## src/design/nbr_pkg.sv

```systemverilog
package nbr_pkg;

  // ****************************************
  // register map (byte offsets)
  // ****************************************
  localparam logic [7:0] CTRL_OFFSET = 8'h00;
  localparam logic [7:0] STAT_OFFSET = 8'h04;
  localparam logic [7:0] DATA_OFFSET = 8'h08;

  // ****************************************
  // field positions
  // ****************************************
  localparam int CTRL_NINE_BIT = 0;
  localparam int CTRL_DETECT_BIT = 1;
  localparam int STAT_PEND_BIT = 0;
  localparam int STAT_NINTH_BIT = 1;
  localparam int STAT_FERR_BIT = 2;
  localparam int STAT_OERR_BIT = 3;

  // ****************************************
  // reset values and sizes
  // ****************************************
  localparam logic [1:0] CTRL_RESET = 2'h0;
  localparam int QUEUE_DEPTH = 2;
  localparam int FIFO_DEPTH_DEFAULT = 16;

  // ****************************************
  // timing
  // ****************************************
  localparam int CLK_PERIOD_NS = 100;
  localparam int BIT_TIME_NS = 8680;
  localparam int CLKS_PER_BIT = BIT_TIME_NS / CLK_PERIOD_NS;

  typedef struct packed {
    logic ferr;
    logic ninth_data_bit;
    logic [7:0] data;
  } nbr_char_s;

  typedef enum logic [1:0] {
    RX_IDLE,
    RX_START,
    RX_DATA,
    RX_STOP
  } nbr_rx_state_e;

endpackage : nbr_pkg

```

## src/design/nbr_rx.sv

```systemverilog
// Design decisions made here: the register offsets and the Wishbone slave port.
`timescale 1ns/1ps

// ****************************************
// receive queue
// ****************************************
module nbr_fifo #(
  parameter int WIDTH = 10,
  parameter int DEPTH = nbr_pkg::FIFO_DEPTH_DEFAULT
) (
  input wire logic clk_i,
  input wire logic rst_i,
  input wire logic in_valid_i,
  output logic in_ready_o,
  input wire logic [WIDTH-1:0] in_data_i,
  output logic out_valid_o,
  input wire logic out_ready_i,
  output logic [WIDTH-1:0] out_data_o,
  output logic [$clog2(DEPTH+1)-1:0] level_o
);
  localparam int PW = (DEPTH > 1) ? $clog2(DEPTH) : 1;
  localparam int LW = $clog2(DEPTH + 1);
  localparam logic [LW-1:0] FULL_LEVEL = LW'(DEPTH);
  logic [WIDTH-1:0] mem [DEPTH];
  logic [PW-1:0] wr_ptr, rd_ptr, next_wr_ptr, next_rd_ptr;
  logic [LW-1:0] level, next_level;
  logic push, pop;
  function automatic logic [PW-1:0] ptr_inc(input logic [PW-1:0] p);
    ptr_inc = (p == PW'(DEPTH - 1)) ? '0 : p + PW'(1);
  endfunction : ptr_inc
  assign in_ready_o = (level != FULL_LEVEL);
  assign out_valid_o = (level != '0);
  assign out_data_o = mem[rd_ptr];
  assign level_o = level;
  assign push = in_valid_i && in_ready_o;
  assign pop = out_valid_o && out_ready_i;
  always_comb begin
    next_wr_ptr = push ? ptr_inc(wr_ptr) : wr_ptr;
    next_rd_ptr = pop ? ptr_inc(rd_ptr) : rd_ptr;
    next_level = level + LW'(push) - LW'(pop);
  end
  always_ff @(posedge clk_i) begin
    if (rst_i) begin
      wr_ptr <= '0;
      rd_ptr <= '0;
      level <= '0;
    end else begin
      wr_ptr <= next_wr_ptr;
      rd_ptr <= next_rd_ptr;
      level <= next_level;
    end
  end
  always_ff @(posedge clk_i) begin
    if (push) begin
      mem[wr_ptr] <= in_data_i;
    end
  end
endmodule : nbr_fifo

// Functional notes
// - nine-bit enable shifts nine bits per character
// - ninth bit status shows oldest unread character
// - address detect enable bit turns mode on
// - address detection needs nine-bit reception enabled
// - address mode stores only ninth-bit-set characters
// - pending flag high while queue holds characters
// - queue holds two characters with ninth, ferr
module nbr_rx #(
  parameter int CLKS_PER_BIT = nbr_pkg::CLKS_PER_BIT,
  parameter int QUEUE_DEPTH = nbr_pkg::QUEUE_DEPTH
) (
  input wire logic clk_i,
  input wire logic rst_i,
  input wire logic cyc_i,
  input wire logic stb_i,
  input wire logic we_i,
  input wire logic [7:0] adr_i,
  input wire logic [3:0] sel_i,
  input wire logic [31:0] dat_i,
  output logic [31:0] dat_o,
  output logic ack_o,
  input wire logic rx_i,
  output logic receive_pending_flag_o
);
  localparam int CW = 16;
  localparam logic [CW-1:0] FULL_CNT = CW'(CLKS_PER_BIT - 1);
  localparam logic [CW-1:0] HALF_CNT = CW'(CLKS_PER_BIT / 2);
  localparam int LW = $clog2(QUEUE_DEPTH + 1);
  // ****************************************
  // pin synchroniser
  // ****************************************
  logic rx_meta, rx_s;
  always_ff @(posedge clk_i) begin
    if (rst_i) begin
      rx_meta <= 1'b1;
      rx_s <= 1'b1;
    end else begin
      rx_meta <= rx_i;
      rx_s <= rx_meta;
    end
  end
  // ****************************************
  // registers and bus
  // ****************************************
  logic nine_bit_receive_enable, address_detect_enable, overrun;
  logic next_nine_en, next_addr_en, next_overrun, next_ack, next_pend;
  logic [31:0] next_dat;
  logic req, rd_data, wr_ctrl, clr_ovr, ovr_set;
  nbr_pkg::nbr_char_s q_in, q_out;
  logic q_push, q_in_ready, q_valid;
  logic [LW-1:0] q_level;
  assign req = cyc_i && stb_i && !ack_o;
  assign wr_ctrl = req && we_i && sel_i[0] && adr_i == nbr_pkg::CTRL_OFFSET;
  assign clr_ovr = req && we_i && sel_i[0] && adr_i == nbr_pkg::STAT_OFFSET
    && dat_i[nbr_pkg::STAT_OERR_BIT];
  // reading the data word advances the queue
  assign rd_data = req && !we_i && adr_i == nbr_pkg::DATA_OFFSET;
  always_comb begin
    next_nine_en = nine_bit_receive_enable;
    next_addr_en = address_detect_enable;
    if (wr_ctrl) begin
      next_nine_en = dat_i[nbr_pkg::CTRL_NINE_BIT];
      next_addr_en = dat_i[nbr_pkg::CTRL_DETECT_BIT];
    end
    // a new overrun beats a clear in the same cycle
    next_overrun = ovr_set || (overrun && !clr_ovr);
    next_ack = req;
    next_dat = '0;
    if (req && !we_i) begin
      case (adr_i)
        nbr_pkg::CTRL_OFFSET: begin
          next_dat[nbr_pkg::CTRL_NINE_BIT] = nine_bit_receive_enable;
          next_dat[nbr_pkg::CTRL_DETECT_BIT] = address_detect_enable;
        end
        nbr_pkg::STAT_OFFSET: begin
          next_dat[nbr_pkg::STAT_PEND_BIT] = q_valid;
          next_dat[nbr_pkg::STAT_NINTH_BIT] = q_valid
            && q_out.ninth_data_bit;
          next_dat[nbr_pkg::STAT_FERR_BIT] = q_valid && q_out.ferr;
          next_dat[nbr_pkg::STAT_OERR_BIT] = overrun;
        end
        nbr_pkg::DATA_OFFSET: next_dat[7:0] = q_valid ? q_out.data : 8'h00;
        default: next_dat = '0;
      endcase
    end
    next_pend = q_valid;
  end
  always_ff @(posedge clk_i) begin
    if (rst_i) begin
      nine_bit_receive_enable <= nbr_pkg::CTRL_RESET[nbr_pkg::CTRL_NINE_BIT];
      address_detect_enable <= nbr_pkg::CTRL_RESET[nbr_pkg::CTRL_DETECT_BIT];
      overrun <= 1'b0;
      ack_o <= 1'b0;
      dat_o <= '0;
      receive_pending_flag_o <= 1'b0;
    end else begin
      nine_bit_receive_enable <= next_nine_en;
      address_detect_enable <= next_addr_en;
      overrun <= next_overrun;
      ack_o <= next_ack;
      dat_o <= next_dat;
      receive_pending_flag_o <= next_pend;
    end
  end
  // ****************************************
  // receive shifter
  // ****************************************
  nbr_pkg::nbr_rx_state_e state, next_state;
  logic [CW-1:0] cnt, next_cnt;
  logic [3:0] idx, next_idx;
  logic [8:0] receive_shift_register, next_shift;
  logic frame_done, stop_ok, keep;
  always_comb begin
    next_state = state;
    next_cnt = (cnt == '0) ? cnt : cnt - CW'(1);
    next_idx = idx;
    next_shift = receive_shift_register;
    frame_done = 1'b0;
    case (state)
      nbr_pkg::RX_IDLE: begin
        if (!rx_s) begin
          next_state = nbr_pkg::RX_START;
          next_cnt = HALF_CNT;
        end
      end
      nbr_pkg::RX_START: begin
        if (cnt == '0) begin
          next_state = rx_s ? nbr_pkg::RX_IDLE : nbr_pkg::RX_DATA;
          next_cnt = FULL_CNT;
          next_idx = '0;
          next_shift = '0;
        end
      end
      nbr_pkg::RX_DATA: begin
        if (cnt == '0) begin
          next_shift[idx] = rx_s;
          next_idx = idx + 4'h1;
          next_cnt = FULL_CNT;
          // nine data bits when enabled, else eight
          if (idx == (nine_bit_receive_enable ? 4'h8 : 4'h7)) begin
            next_state = nbr_pkg::RX_STOP;
          end
        end
      end
      nbr_pkg::RX_STOP: begin
        if (cnt == '0) begin
          frame_done = 1'b1;
          next_state = nbr_pkg::RX_IDLE;
        end
      end
      default: next_state = nbr_pkg::RX_IDLE;
    endcase
  end
  always_ff @(posedge clk_i) begin
    if (rst_i) begin
      state <= nbr_pkg::RX_IDLE;
      cnt <= '0;
      idx <= '0;
      receive_shift_register <= '0;
    end else begin
      state <= next_state;
      cnt <= next_cnt;
      idx <= next_idx;
      receive_shift_register <= next_shift;
    end
  end
  // ****************************************
  // queue entry
  // ****************************************
  // address mode relies on software also enabling nine-bit frames
  assign keep = !address_detect_enable
    || receive_shift_register[8];
  assign stop_ok = rx_s;
  // while overrun stands, whole frames are dropped
  assign q_push = frame_done && keep && !overrun && q_in_ready;
  assign ovr_set = frame_done && keep && !overrun && !q_in_ready;
  always_comb begin
    q_in.data = receive_shift_register[7:0];
    q_in.ninth_data_bit = nine_bit_receive_enable
      && receive_shift_register[8];
    q_in.ferr = !stop_ok;
  end
  nbr_fifo #(
    .WIDTH($bits(nbr_pkg::nbr_char_s)),
    .DEPTH(QUEUE_DEPTH)
  ) u_queue (
    .clk_i(clk_i),
    .rst_i(rst_i),
    .in_valid_i(q_push),
    .in_ready_o(q_in_ready),
    .in_data_i(q_in),
    .out_valid_o(q_valid),
    .out_ready_i(rd_data),
    .out_data_o(q_out),
    .level_o(q_level)
  );
  // ****************************************
  // checks
  // ****************************************
  a_pending_flag: assert property (@(posedge clk_i)
    disable iff (rst_i) 1'b1 |=> receive_pending_flag_o == $past(q_valid))
    else $error("pending flag does not follow queue state");
  a_addr_discard: assert property (@(posedge clk_i)
    disable iff (rst_i) frame_done && address_detect_enable
    && !receive_shift_register[8] |-> !q_push)
    else $error("non-address character stored in address mode");
  a_addr_accept: assert property (@(posedge clk_i)
    disable iff (rst_i) frame_done && address_detect_enable
    && receive_shift_register[8] && q_in_ready && !overrun |=> q_valid)
    else $error("address character not stored");
  a_nine_store: assert property (@(posedge clk_i)
    disable iff (rst_i) frame_done && nine_bit_receive_enable
    && !address_detect_enable && q_in_ready && !overrun
    |-> q_push && q_in.ninth_data_bit == receive_shift_register[8])
    else $error("nine-bit character lost or ninth bit wrong");
  a_bit_count: assert property (@(posedge clk_i)
    disable iff (rst_i) state == nbr_pkg::RX_DATA
    |-> idx <= (nine_bit_receive_enable ? 4'h8 : 4'h7))
    else $error("too many data bits shifted");
  a_queue_cap: assert property (@(posedge clk_i)
    disable iff (rst_i) !q_in_ready |-> q_level == LW'(QUEUE_DEPTH))
    else $error("queue refused entry before holding two");
  a_ninth_head: assert property (@(posedge clk_i)
    disable iff (rst_i) req && !we_i && adr_i == nbr_pkg::STAT_OFFSET
    && q_valid |=> dat_o[nbr_pkg::STAT_NINTH_BIT]
    == $past(q_out.ninth_data_bit))
    else $error("ninth bit status not from oldest character");
  a_detect_ctrl: assert property (@(posedge clk_i)
    disable iff (rst_i) wr_ctrl |=> address_detect_enable
    == $past(dat_i[nbr_pkg::CTRL_DETECT_BIT]))
    else $error("address detect enable not taken");
  a_ack_pulse: assert property (@(posedge clk_i) disable iff (rst_i)
    ack_o |=> !ack_o)
    else $error("ack held longer than one cycle");
endmodule : nbr_rx

```

## config.mk

```make
export PLATFORM = sky130hd
export DESIGN_NAME = nbr_rx
export DESIGN_NICKNAME = d
export VERILOG_FILES = /design/src/design/nbr_pkg.sv /design/src/design/nbr_rx.sv
export SDC_FILE = /design/constraint.sdc
export NUM_CORES = 1
export LEC_CHECK = 0
export BUFFER_PORTS_ARGS = -buffer_cell sky130_fd_sc_hd__clkbuf_2
export CAP_MARGIN = 0
export CORE_MARGIN = 2
export CORE_UTILIZATION = 54
export DETAILED_ROUTE_END_ITERATION = 16
export PLACE_DENSITY = 0.82
export SLEW_MARGIN = 40
export SYNTH_ARGS = -nofsm -noshare
export SYNTH_HDL_FRONTEND = slang
export SYNTH_SLANG_ARGS = --single-unit
```

## constraint.sdc

```tcl
create_clock -name clk_i -period 3.2 [get_ports clk_i]
set_input_delay 0.32 -clock clk_i [delete_from_list [all_inputs] [get_ports clk_i]]
set_output_delay 0.32 -clock clk_i [all_outputs]
set_load 0.005 [all_outputs]
```

# Word level (Yosys, flattened, before mapping)
# Memory sizes are Yosys's and may differ from the RTL's. A register that Yosys moved wholly into a read port is not among the register bits.
# Index checks and enable logic that the tools add are counted.
classes:
  add_sub_neg: 6
  order_cmp: 2
  n_eq_ne: 12
  n_mux: 32
  n_bitwise: 3
  n_reduce_logical: 39
ops:
  columns: ["operator", "n"]
  rows:
  - ["$mux W16", 3]
  - ["$pmux W16 S2", 1]
  - ["$logic_and A1 B1 Y1", 20]
  - ["$mux W9", 2]
  - ["$pmux W9 S2", 1]
  - ["$logic_not A16 Y1", 1]
  - ["$sub A16 B1 Y16 const B", 1]
  - ["$mux W2", 6]
  - ["$mux W4", 3]
  - ["$ne A2 B2 Y1 const B", 6]
  - ["$bwmux W9", 1]
  - ["$mux W1", 9]
  - ["$eq A8 B3 Y1 const B", 1]
  - ["$eq A8 B4 Y1 const B", 1]
  - ["$logic_not A8 Y1", 1]
  - ["$mux W8", 1]
  - ["$pmux W2 S4", 1]
  - ["$pmux W4 S2", 1]
  - ["$logic_not A1 Y1", 7]
  - ["$pmux W2 S3", 1]
  - ["$lt A4 B5 Y1 const B", 1]
  - ["$reduce_and A5 Y1", 1]
  - ["$add A4 B1 Y4 const B", 1]
  - ["$demux W1 S4", 1]
  - ["other kinds (15)", 22]
totals:
  regBits: 74
  ramBits: 20
  output_inout_bits: 34
  memories: 1
mem_list:
  columns: ["name", "depth", "word_bits", "read_ports", "rd_clocked_by_memory_dff", "wr", "line_no", "text"]
  rows:
  - ["u_queue.mem", 2, 10, 1, 1, 1, "nbr_rx.sv:24", "logic [WIDTH-1:0] mem [DEPTH];"]

# Logic depth before layout (Yosys ltp)
# Gate-level depths: netlist (run 1).
logic_depth:
  word_depth: 9
  ltp_mapped: 11
  depth_no_buf: 9

# By module
# Synthesis (run 1) repeated with hierarchy kept, for this count alone.
unflattened:
  hier_cells: 350
  area_unflattened_um2: 3509.6
modules_own_cells:
  columns: ["module", "n_inst", "cells_each", "area_per_inst_um2", "seq_area_each_um2"]
  rows:
  - ["nbr_rx", 1, 290, 2533.7, 920.9]
  - ["nbr_fifo", 1, 60, 975.9, 700.7]

# Worst setup path after synthesis (run 1)
# No wires, ideal clock.
synth_path:
  path_type: "register -> register"
  startpoint: "register cnt[0]"
  endpoint: "memory u_queue.mem[0][0], enable pin"
  t_arrival_ps: 2078
  setup_slack_ps: 788
  stages_incl_launch_ff: 9
  path_buffers: 2
  cell_sequence: "dfxtp_1 inv_1 ha_1 or3b_2 nor4_4 buf_2 buf_2 nand4_1 inv_1"
synth_between:
  elab_chain_len: 9
synth_lines:
  columns: ["item", "line_no", "text"]
  rows:
  - ["start, declared", "nbr_rx.sv:169", "logic [CW-1:0] cnt, next_cnt;"]
  - ["start signal, assigned", "nbr_rx.sv:222", "cnt <= next_cnt;"]
  - ["$logic_not A16 Y1", "nbr_rx.sv:206", "if (cnt == '0) begin"]
  - ["$mux W1", "nbr_rx.sv:206", null]
  - ["$mux W1", "nbr_rx.sv:179", "case (state)"]
  - ["$logic_and A1 B1 Y1 (3 in series)", "nbr_rx.sv:235", "assign q_push = frame_done && keep && !overrun && q_in_ready;"]
  - ["$logic_and A1 B1 Y1", "nbr_rx.sv:35", "assign push = in_valid_i && in_ready_o;"]
  - ["$mux W1", "nbr_rx.sv:54", "if (push) begin"]
  - ["$mux W1 (implied by the code)", "nbr_rx.sv:55", "mem[wr_ptr] <= in_data_i;"]
  - ["end, declared", "nbr_rx.sv:24", null]
# No other way between the ends.

# Final worst setup path (run 1)
layout_path:
  startpoint: "register cnt[0]"
  endpoint: "register receive_shift_register[8]"
layout_between:
  elab_chain_len: 3
  word_cells_on_any_way: 4
  cone_classes: "eq/ne: 2; reduce/logical: 2"
layout_lines:
  columns: ["item", "line_no", "text"]
  rows:
  - ["$logic_not A16 Y1 *", "nbr_rx.sv:187, nbr_rx.sv:195", null]
  - ["$ne A2 B2 Y1 (no source line)", null, null]
  - ["$reduce_and A3 Y1 (no source line) *", null, null]
  - ["end signal, assigned", "nbr_rx.sv:224", "receive_shift_register <= next_shift;"]
  - ["end, declared", "nbr_rx.sv:171", "logic [8:0] receive_shift_register, next_shift;"]
# Mark *: on every way between the ends. The rest lies on a longest branch, timed or not.
# A chain may end at the register's enable or synchronous reset.

==> results of run 1 <==
[Yosys cell counts, types with 5 or more instances]
cell / number / area share (%)
nor2_1: 20 / 2.1
inv_1: 20 / 2.1
buf_4: 24 / 5.0
or4_1: 14 / 2.9
edfxtp_1: 20 / 17
nand4_1: 5 / 0.87
clkbuf_1: 10 / 1.0
o31ai_1: 10 / 2.1
nand3_1: 11 / 1.5
nor2b_1: 6 / 1.0
nand2_1: 14 / 1.5
ha_1: 14 / 4.9
nor4_1: 5 / 0.87
nor3_1: 10 / 1.4
dfxtp_1: 51 / 28
a21oi_1: 30 / 4.2
o21ai_0: 19 / 2.6
or3_1: 14 / 2.4
mux2i_1: 10 / 2.8
[power by group]
group	total (mW)	internal [mW]	switching (mW)
clock network	0.635	0.281	0.354
registers	1.11	1.00	0.101
logic	1.01	0.385	0.627
total	2.75	1.67	1.08
[stage by stage]
step,area [um2],hold slack [ns],std cells,total power [mW]
2_1_floorplan,3680,0.389,400,1.95
3_3_place_gp,3670,0.391,466,2.07
3_5_place_dp,3670,0.400,466,2.12
4_1_cts,3840,0.146,482,2.74
5_1_grt,3840,0.148,482,2.92
6_report,3840,0.149,482,2.75
[layout make-up]
cell class	count	share of cell area, %
clock buffer	9	3.22
clock inverter	7	1.27
inverter	21	2.05
multi-input combinational	269	45.1
sequential	71	42.2
tap	77	2.51
timing repair buffer	28	3.71
[flip-flops by register name, summed over array words and instances, names as in the netlist, 2 cells and up, named ones only]
signal,count
cnt,16
u_queue.level_o,2
idx,4
u_queue.mem,20
dat_o,8
receive_shift_register,9
[layout by cell type, fill, tap and decap left out, types with 3 or more instances in the layout]
master / netlist / layout
o21ai_0: 19 / 19
or4_1: 14 / 14
or3_1: 14 / 14
clkinvlp_4: 0 / 3
dfxtp_1: 51 / 51
nand3_1: 11 / 11
or3b_2: 3 / 3
nand2_1: 14 / 14
nor2_1: 20 / 20
a21oi_1: 30 / 30
ha_1: 14 / 14
nor3_1: 10 / 10
nand4_1: 5 / 5
conb_1: 1 / 24
o211a_1: 4 / 4
nor3b_1: 4 / 4
o22ai_1: 3 / 3
clkbuf_8: 0 / 9
o31ai_1: 10 / 10
inv_1: 20 / 20
a21o_1: 3 / 3
or2_2: 3 / 3
mux2i_1: 10 / 10
mux2_2: 3 / 3
clkbuf_2: 0 / 27
nor4_1: 5 / 5
nand2b_1: 4 / 4
nor2b_1: 6 / 6
a31oi_1: 4 / 4
edfxtp_1: 20 / 20
[critical path, cell delays in order, from the launching register on]
cell and delay [ns]:
dfxtp_1 0.34, inv_1 0.09, ha_1 0.19, or3b_2 0.53, nor4_4 0.45, inv_2 0.25, o21ai_1 0.63, a21oi_1 0.11
[routing by layer]
metal,vias up,routed length [um]
li1,1384,-
met1,1345,3080
met3,11,424
met2,89,3130
met5,-,0
met4,0,121
[final timing paths]
check | from | to
max | cnt[0]$_SDFF_PP0_ | receive_shift_register[8]$_SDFFE_PP0P_
min | rx_i | rx_meta$_SDFF_PP1_
max reg2reg | cnt[0]$_SDFF_PP0_ | receive_shift_register[8]$_SDFFE_PP0P_
min reg2reg | rx_meta$_SDFF_PP1_ | rx_s$_SDFF_PP1_
[cells by family (layout without fill, tap and decap cells)]
group	count (synthesis)	in the layout
and+or+nand+nor	124	124
AOI/OAI and AO/OA	92	92
DFF	71	71
buffers and inverters	60	65
adders and majority gates	14	14
muxes	13	13
xor gates and xnor gates	2	2
other	1	24
==> results.md, run 1 <==
- The power per standard cell area is 716 nW/um2.
- The post-synthesis instance area is 3590 um2.
- Yosys mapped the design onto 57 distinct sky130hd cell types.
- Setup repair after global routing left no endpoint under its margin.
- Buffers placed on the I/O ports in this run total 27.
- The setup skew after layout is 0.00979 ns.
- Data on the critical path arrives at its endpoint at 2.94 ns.
- The initial core utilization is 56.3%.
- The number of DRC markers after the initial detailed-route iteration is 138.
- The final critical path takes up 85.8% of the cycle.
- The filler cells instantiated in the layout total 529.
- Using the TritonRoute via totals, the vias-per-cell ratio works out to 5.87.
- The sequential cells in the finished layout cover a total of 1620 um2.
- Of the total synthesized cell area, the portion taken by XOR and XNOR cells is 0.487%.
- Among all flip-flop cells after synthesis, the most frequent one is dfxtp_1.
- Summed over all layers, the global routing overflow is 0.
- The total negative slack is 0 ns.
- The routed wire length per instance is 14.0 um.
- Counting flops and latches in the post-synthesis netlist gives 71.
- The area used by multi-input combinational logic is 1730 um2.
- The multiplexer fraction of the synthesized cell area is 3.73%.
- The number of antenna violations at the first check in global routing is 0.
- Max-cap violations in this run came to 0.
- At the end of routability-driven placement, the weighted congestion stood at 0.823.
- By area, the combinational part of the netlist is dominated by simple AND/OR/NAND/NOR gates.
- The slack of the worst reg-to-reg path is 0.45 ns.
- Summing the sequential cell areas from Yosys gives 45.1% of the chip area.
- The synthesized netlist devotes 20.3% of its cell area to simple gates.
- The max-slew headroom at the worst pin is 52.6%.
- Clock tree synthesis inserted a total of 9 buffers.
- The first TritonRoute pass finished after 4 iterations.
- The synthesized instance count is 377.
- The total of cells resized after clock tree synthesis is 0.
- From bottom edge to top edge, the die measures 85.6 um.
- The signed area change from the synthesized netlist to the final layout is 7.00%.
- The number of global-route vias before repair was 2511.
- The number of antenna diodes in the final layout is 0.
- In the global route stage, overall resource usage came out at 19.2%.
- The maximum buffer depth of the clock tree is 2.
- Before CTS, the worst setup slack after placement is 0.481 ns.
- The minimum clock period is 2.75 ns.
- The number of pins with negative max-slew slack in the final report is 0.
- The final antenna-violating net count is 0.
- The share of cells above drive strength 1 is 14.6%.
- A synthesized cell averages 9.53 um2.
- The final-stage net count is 464.
- In the global route stage, met3 resource usage came out at 4.14%.
- The critical path in this run is classified as reg -> reg.
- The number of setup buffers added after CTS is 0.
- The routed layout has 2829 vias.
- In the synthesized netlist the async set-or-reset flop fraction comes to 0%.
- Summing the areas of all compound-gate instances in the mapped netlist gives 16.4% of the synthesized area.
- For this run, the number of Yosys warnings is 0.
- The worst hold path was traced through 2 stages.
- Derived from the worst setup path, the maximum achievable clock frequency is 364 MHz.
- In this run the standard cell core region covers 6390 um2.
- Data on the critical path is required at its endpoint by 3.39 ns.
- The count of clock tree sinks is 71.
- Clock-pin slew was measured on the worst setup and hold paths at 0.08 ns.
- The number of enable flip-flop cells after synthesis is 20.
- From left edge to right edge, the die measures 85.6 um.
- The placement row count is 29.
- The worst setup path is launched from a flop.
- Global routing consumed, on the met1 layer, 25.1% of the routing resources.
- The path class of the tightest hold or removal check is in -> reg.
- In the routed design, unresolved DRC markers number 0.
- After layout, the worst setup slack is 0.455 ns.
- The count of endpoints failing hold in the final timing report is 0.
- The maximum number of pins on one net before global-route repair is 26.
- The clock tree from TritonCTS is built.
- The worst reg-to-reg path cell count is 7.
- The worst-case IR drop observed on VDD is 675 uV.
- The die covers 7320 um2.
- The fraction of the mapped netlist area in adder cells is 4.87%.
- Clock latency on the worst-skew pair, taken at its later pin, is 0.34 ns.
- The critical path capture point type is a flop.
- The met2 demand-to-capacity share in global routing is 30.6%.
- The cell sitting at the root of the clock tree is a clkbuf_8.
- Summed over all nets, the half-perimeter wirelength after detailed placement is 4720 um.
- The routed design has 6760 um of wire.
- The flow ran to the end, and the final reports show no timing, DRC or antenna violations.
- For this design the static power due to leakage is 1.46 nW.
- The global routing stage identified its most utilized layer as met2.
- The count of H-tree levels built during CTS is 3.
- The cts-stage hold buffer count is 0.
- The top-level I/O count is 84.
- The global-route wire length before repair is 11300 um.
- For the pin with the worst max-slew slack, the measured transition is 0.706 ns.
- Setup violations remaining at the end of the flow were counted as 0.
- At the end of the flow the core is filled with cells to 60.2%.
- The peak fanout along the critical path is 22.
Note: power is estimated with default switching activity, not from simulation.
==> run 2, diff against run 1 <==
- BUFFER_PORTS_ARGS: -buffer_cell sky130_fd_sc_hd__clkbuf_2 -> unset
- CELL_PAD_IN_SITES_DETAIL_PLACEMENT: unset -> 1
- CELL_PAD_IN_SITES_GLOBAL_PLACEMENT: unset -> 1
- CORE_UTILIZATION: 54 -> 48
- DONT_BUFFER_PORTS: unset -> 1
==> run 2 against run 1 <==
Power increased by 1.8%; non-clock buffer count is 27 lower; first-iteration DRC count is 23% lower; highest routed layer unchanged.
==> results.md, run 2 (same netlist as run 1, synthesis figures left out) <==
- The global-route wire length before repair is 13600 um (was 11300 um).
- The startpoint of the worst register-to-register path is cnt[0]$_SDFF_PP0_ (unchanged).
- The number of post-CTS setup repair buffers was 0 (unchanged).
- The number of maximum-capacitance constraint violations came to 0 (unchanged).
- The core outline area is 7250 um2 (was 6390 um2).
- The number of pins with negative max-slew slack in the final report came to 0 (unchanged).
- Unrepaired setup endpoints after global routing: no (unchanged).
- The final weighted congestion in routability-driven placement is 0.773 (was 0.823).
- The type of the tightest min-delay check is in -> reg (unchanged).
- The slew at the pin with the worst max-slew slack is 0.697 ns (was 0.706 ns).
- The signed area change from the synthesized netlist to the final layout was 4.32% (was 7.00%).
- The minimum clock period is 2.75 ns (about the same).
- The via total after detailed routing is 2773 (was 2829).
- The biggest cell delay along the critical path came to 0.62 ns (was 0.63 ns).
- The worst reg-to-reg path cell count is 7 (unchanged).
- The post-DP HPWL was 5700 um (was 4720 um).
- The total negative slack is 0 ns (unchanged).
- The critical path capture point type is a flop (unchanged).
- The arrival time at the worst endpoint is 2.94 ns (about the same).
- The number of cells in the finished layout apart from fillers is 477 (was 482).
- The post-route DRC violation count is 0 (unchanged).
- The path length in cells of the critical path came to 7 (unchanged).
- The detailed-route wire length is 7960 um (was 6760 um).
- The number of placed cells counting well taps came to 461 (was 466).
- The final antenna-violating net count is 0 (unchanged).
- The number of flip-flops under the largest register name is 20 (unchanged).
- The count of clock tree sinks is 71 (unchanged).
- The cts-stage hold buffer count is 0 (unchanged).
- The placement row count is 31 (was 29).
- The critical path startpoint category is a flop (unchanged).
- The number of global-route vias before repair is 2804 (was 2511).
- The number of DRC markers after the initial detailed-route iteration is 106 (was 138).
- The hold path depth is 1 (was 2).
- The via density per instance is 5.81 (was 5.87).
- The top-level I/O count came to 84 (unchanged).
- The count of H-tree levels built during CTS was 3 (unchanged).
- The largest register by flop count was u_queue.mem (unchanged).
- The maximum buffer depth of the clock tree came to 2 (unchanged).
- The number of buffers added on ports came to 0 (was 27).
- The die extent in y came to 90.5 um (was 85.6 um).
- The clock slew seen by the registers of the worst setup and hold paths was 0.09 ns (was 0.08 ns).
- The critical-path cell with the highest stage delay was o21ai_1 (unchanged).
- The most frequent standard cell in the layout excluding fill and tap cells was dfxtp_1 (unchanged).
- The antenna diode count was 0 (unchanged).
- The peak fanout along the critical path was 22 (unchanged).
- The internal cell power came to 1.68 mW (was 1.67 mW).
- The type of the worst setup path is reg -> reg (unchanged).
- The worst hold path endpoint was u_queue.wr_ptr$_SDFFE_PP0P_ (was rx_meta$_SDFF_PP1_).
- The worst supply voltage drop on vdd was 265 uV (was 675 uV).
- The final worst setup slack is 0.454 ns (was 0.455 ns).
- The global route total overflow is 0 (unchanged).
- The die footprint was 8190 um2 (was 7320 um2).
- The net load switching power is 1.12 mW (was 1.08 mW).
- Top flop regs: u_queue.mem: 20 flops, cnt: 16 flops, receive_shift_register: 9 flops (unchanged).
- The number of iterations in the first detailed-routing pass came to 4 (unchanged).
- The number of buffers created by CTS is 9 (unchanged).
- The endpoint of the worst-slack reg-to-reg timing path was receive_shift_register[4]$_SDFFE_PP0P_ (was receive_shift_register[8]$_SDFFE_PP0P_).
- The root cell of the clock tree is clkbuf_8 (unchanged).
- The cell leakage power is 1.36 nW (was 1.46 nW).
- The number of antenna violations at the first check in global routing is 0 (unchanged).
- The maximum number of pins on one net before global-route repair is 26 (unchanged).
- The total of cells resized after clock tree synthesis is 0 (unchanged).
- The max-slew headroom at the worst pin is 53.2% (was 52.6%).
- The clock tree from TritonCTS was built (unchanged).
- The hold path startpoint is rst_i (was rx_i).
- The cell family with the largest share of critical-path delay is simple AND/OR/NAND/NOR gates (unchanged).
- The final period utilization is 85.8% (about the same).
- The routed wire length per instance came to 16.7 um (was 14.0 um).
- The die boundary width was 90.5 um (was 85.6 um).
- The part of the power in the clock network came to 24.1% (was 23.1%).
- The total routing usage reported by global routing is 20.6% (was 19.2%).
- Commonest non-fill, non-tap cells in the layout: 51 x dfxtp_1, 30 x a21oi_1, 24 x conb_1 (was 51 x dfxtp_1, 30 x a21oi_1, 27 x clkbuf_2, 24 x conb_1).
- The setup skew after layout is 0.0141 ns (was 0.00979 ns).
- The achievable frequency was 364 MHz (about the same).
- The slack of the worst reg-to-reg path is 0.45 ns (about the same).
- The final count of negative-setup-slack endpoints was 0 (unchanged).
- The initial core utilization is 49.5% (was 56.3%).
- The post-placement setup slack is 0.457 ns (was 0.481 ns).
- The share of total power consumed by net switching is 40.0% (was 39.3%).
- The share of power burned in combinational logic is 36.5% (was 36.8%).
- The share of cells above drive strength 1 came to 8.73% (was 14.6%).
- The sequential share of power was 39.4% (was 40.2%).
- The count of endpoints failing hold in the final timing report came to 0 (unchanged).
- The required time of the worst setup path is 3.39 ns (about the same).
- The power per standard cell area is 748 nW/um2 (was 716 nW/um2).
- Outcome: complete, no violations (unchanged).
- The worst path buffer plus inverter count is 2 (unchanged).
- The final-stage net count is 437 (was 464).
- Sequence of cells on the critical path: inv_1 > ha_1 > or3b_2 > nor4_4 > inv_2 > o21ai_1 > a21oi_1 (unchanged).
- The clock latency of the later-clocked register in the worst-skew pair is 0.35 ns (was 0.34 ns).
run 2: area by class of cell:
cell class / instances / area (um2)
clock buffers: 9 / 124
clock inverters: 7 / 60.1
fillers: 850 / 3500
inverters: 21 / 78.8
multi-input cells: 269 / 1730
flip-flops and latches: 71 / 1620
well taps: 99 / 124
repair buffers: 1 / 7.51
run 2: stage by stage:
stage	util [%]	power, mW	hold slack, ns	area, um2
after global placement	49.1	2.09	0.391	3560
after detailed placement	49.1	2.14	0.395	3560
after CTS	51.7	2.82	0.00731	3750
final	51.7	2.80	0.0298	3750
after global routing	51.7	3.01	0.00469	3750
after floorplan	-	1.95	0.389	3680
run 2: metal layers:
layer / part of all wire [%] / global-route usage, %
met1: 46 / 25.7
met2: 49 / 34.8
met3: 3.9 / 5.18
met4: 1.3 / 6.92
met5: 0 / 0
run 2: worst max path at each step:
| stage | slack, ns | startpoint | endpoint |
|---|---|---|---|
| 3_3_place_gp | 0.55 | cnt[0]$_SDFF_PP0_ | receive_shift_register[8]$_SDFFE_PP0P_ |
| 3_5_place_dp | 0.46 | cnt[0]$_SDFF_PP0_ | receive_shift_register[5]$_SDFFE_PP0P_ |
| 2_1_floorplan | 0.79 | cnt[0]$_SDFF_PP0_ | u_queue.mem[0][0]$_DFFE_PP_ |
| 5_1_grt | 0.19 | cnt[1]$_SDFF_PP0_ | receive_shift_register[4]$_SDFFE_PP0P_ |
| 6_report | 0.45 | cnt[0]$_SDFF_PP0_ | receive_shift_register[4]$_SDFFE_PP0P_ |
| 4_1_cts | 0.43 | cnt[0]$_SDFF_PP0_ | receive_shift_register[4]$_SDFFE_PP0P_ |
run 2: power groups by stage:
stage	logic [mW]	registers [mW]	clock network [mW]
5_1_grt	1.15	1.12	0.735
4_1_cts	1.02	1.10	0.697
3_5_place_dp	1.02	1.12	0
6_report	1.02	1.10	0.676
3_3_place_gp	0.973	1.11	0
2_1_floorplan	0.852	1.09	0
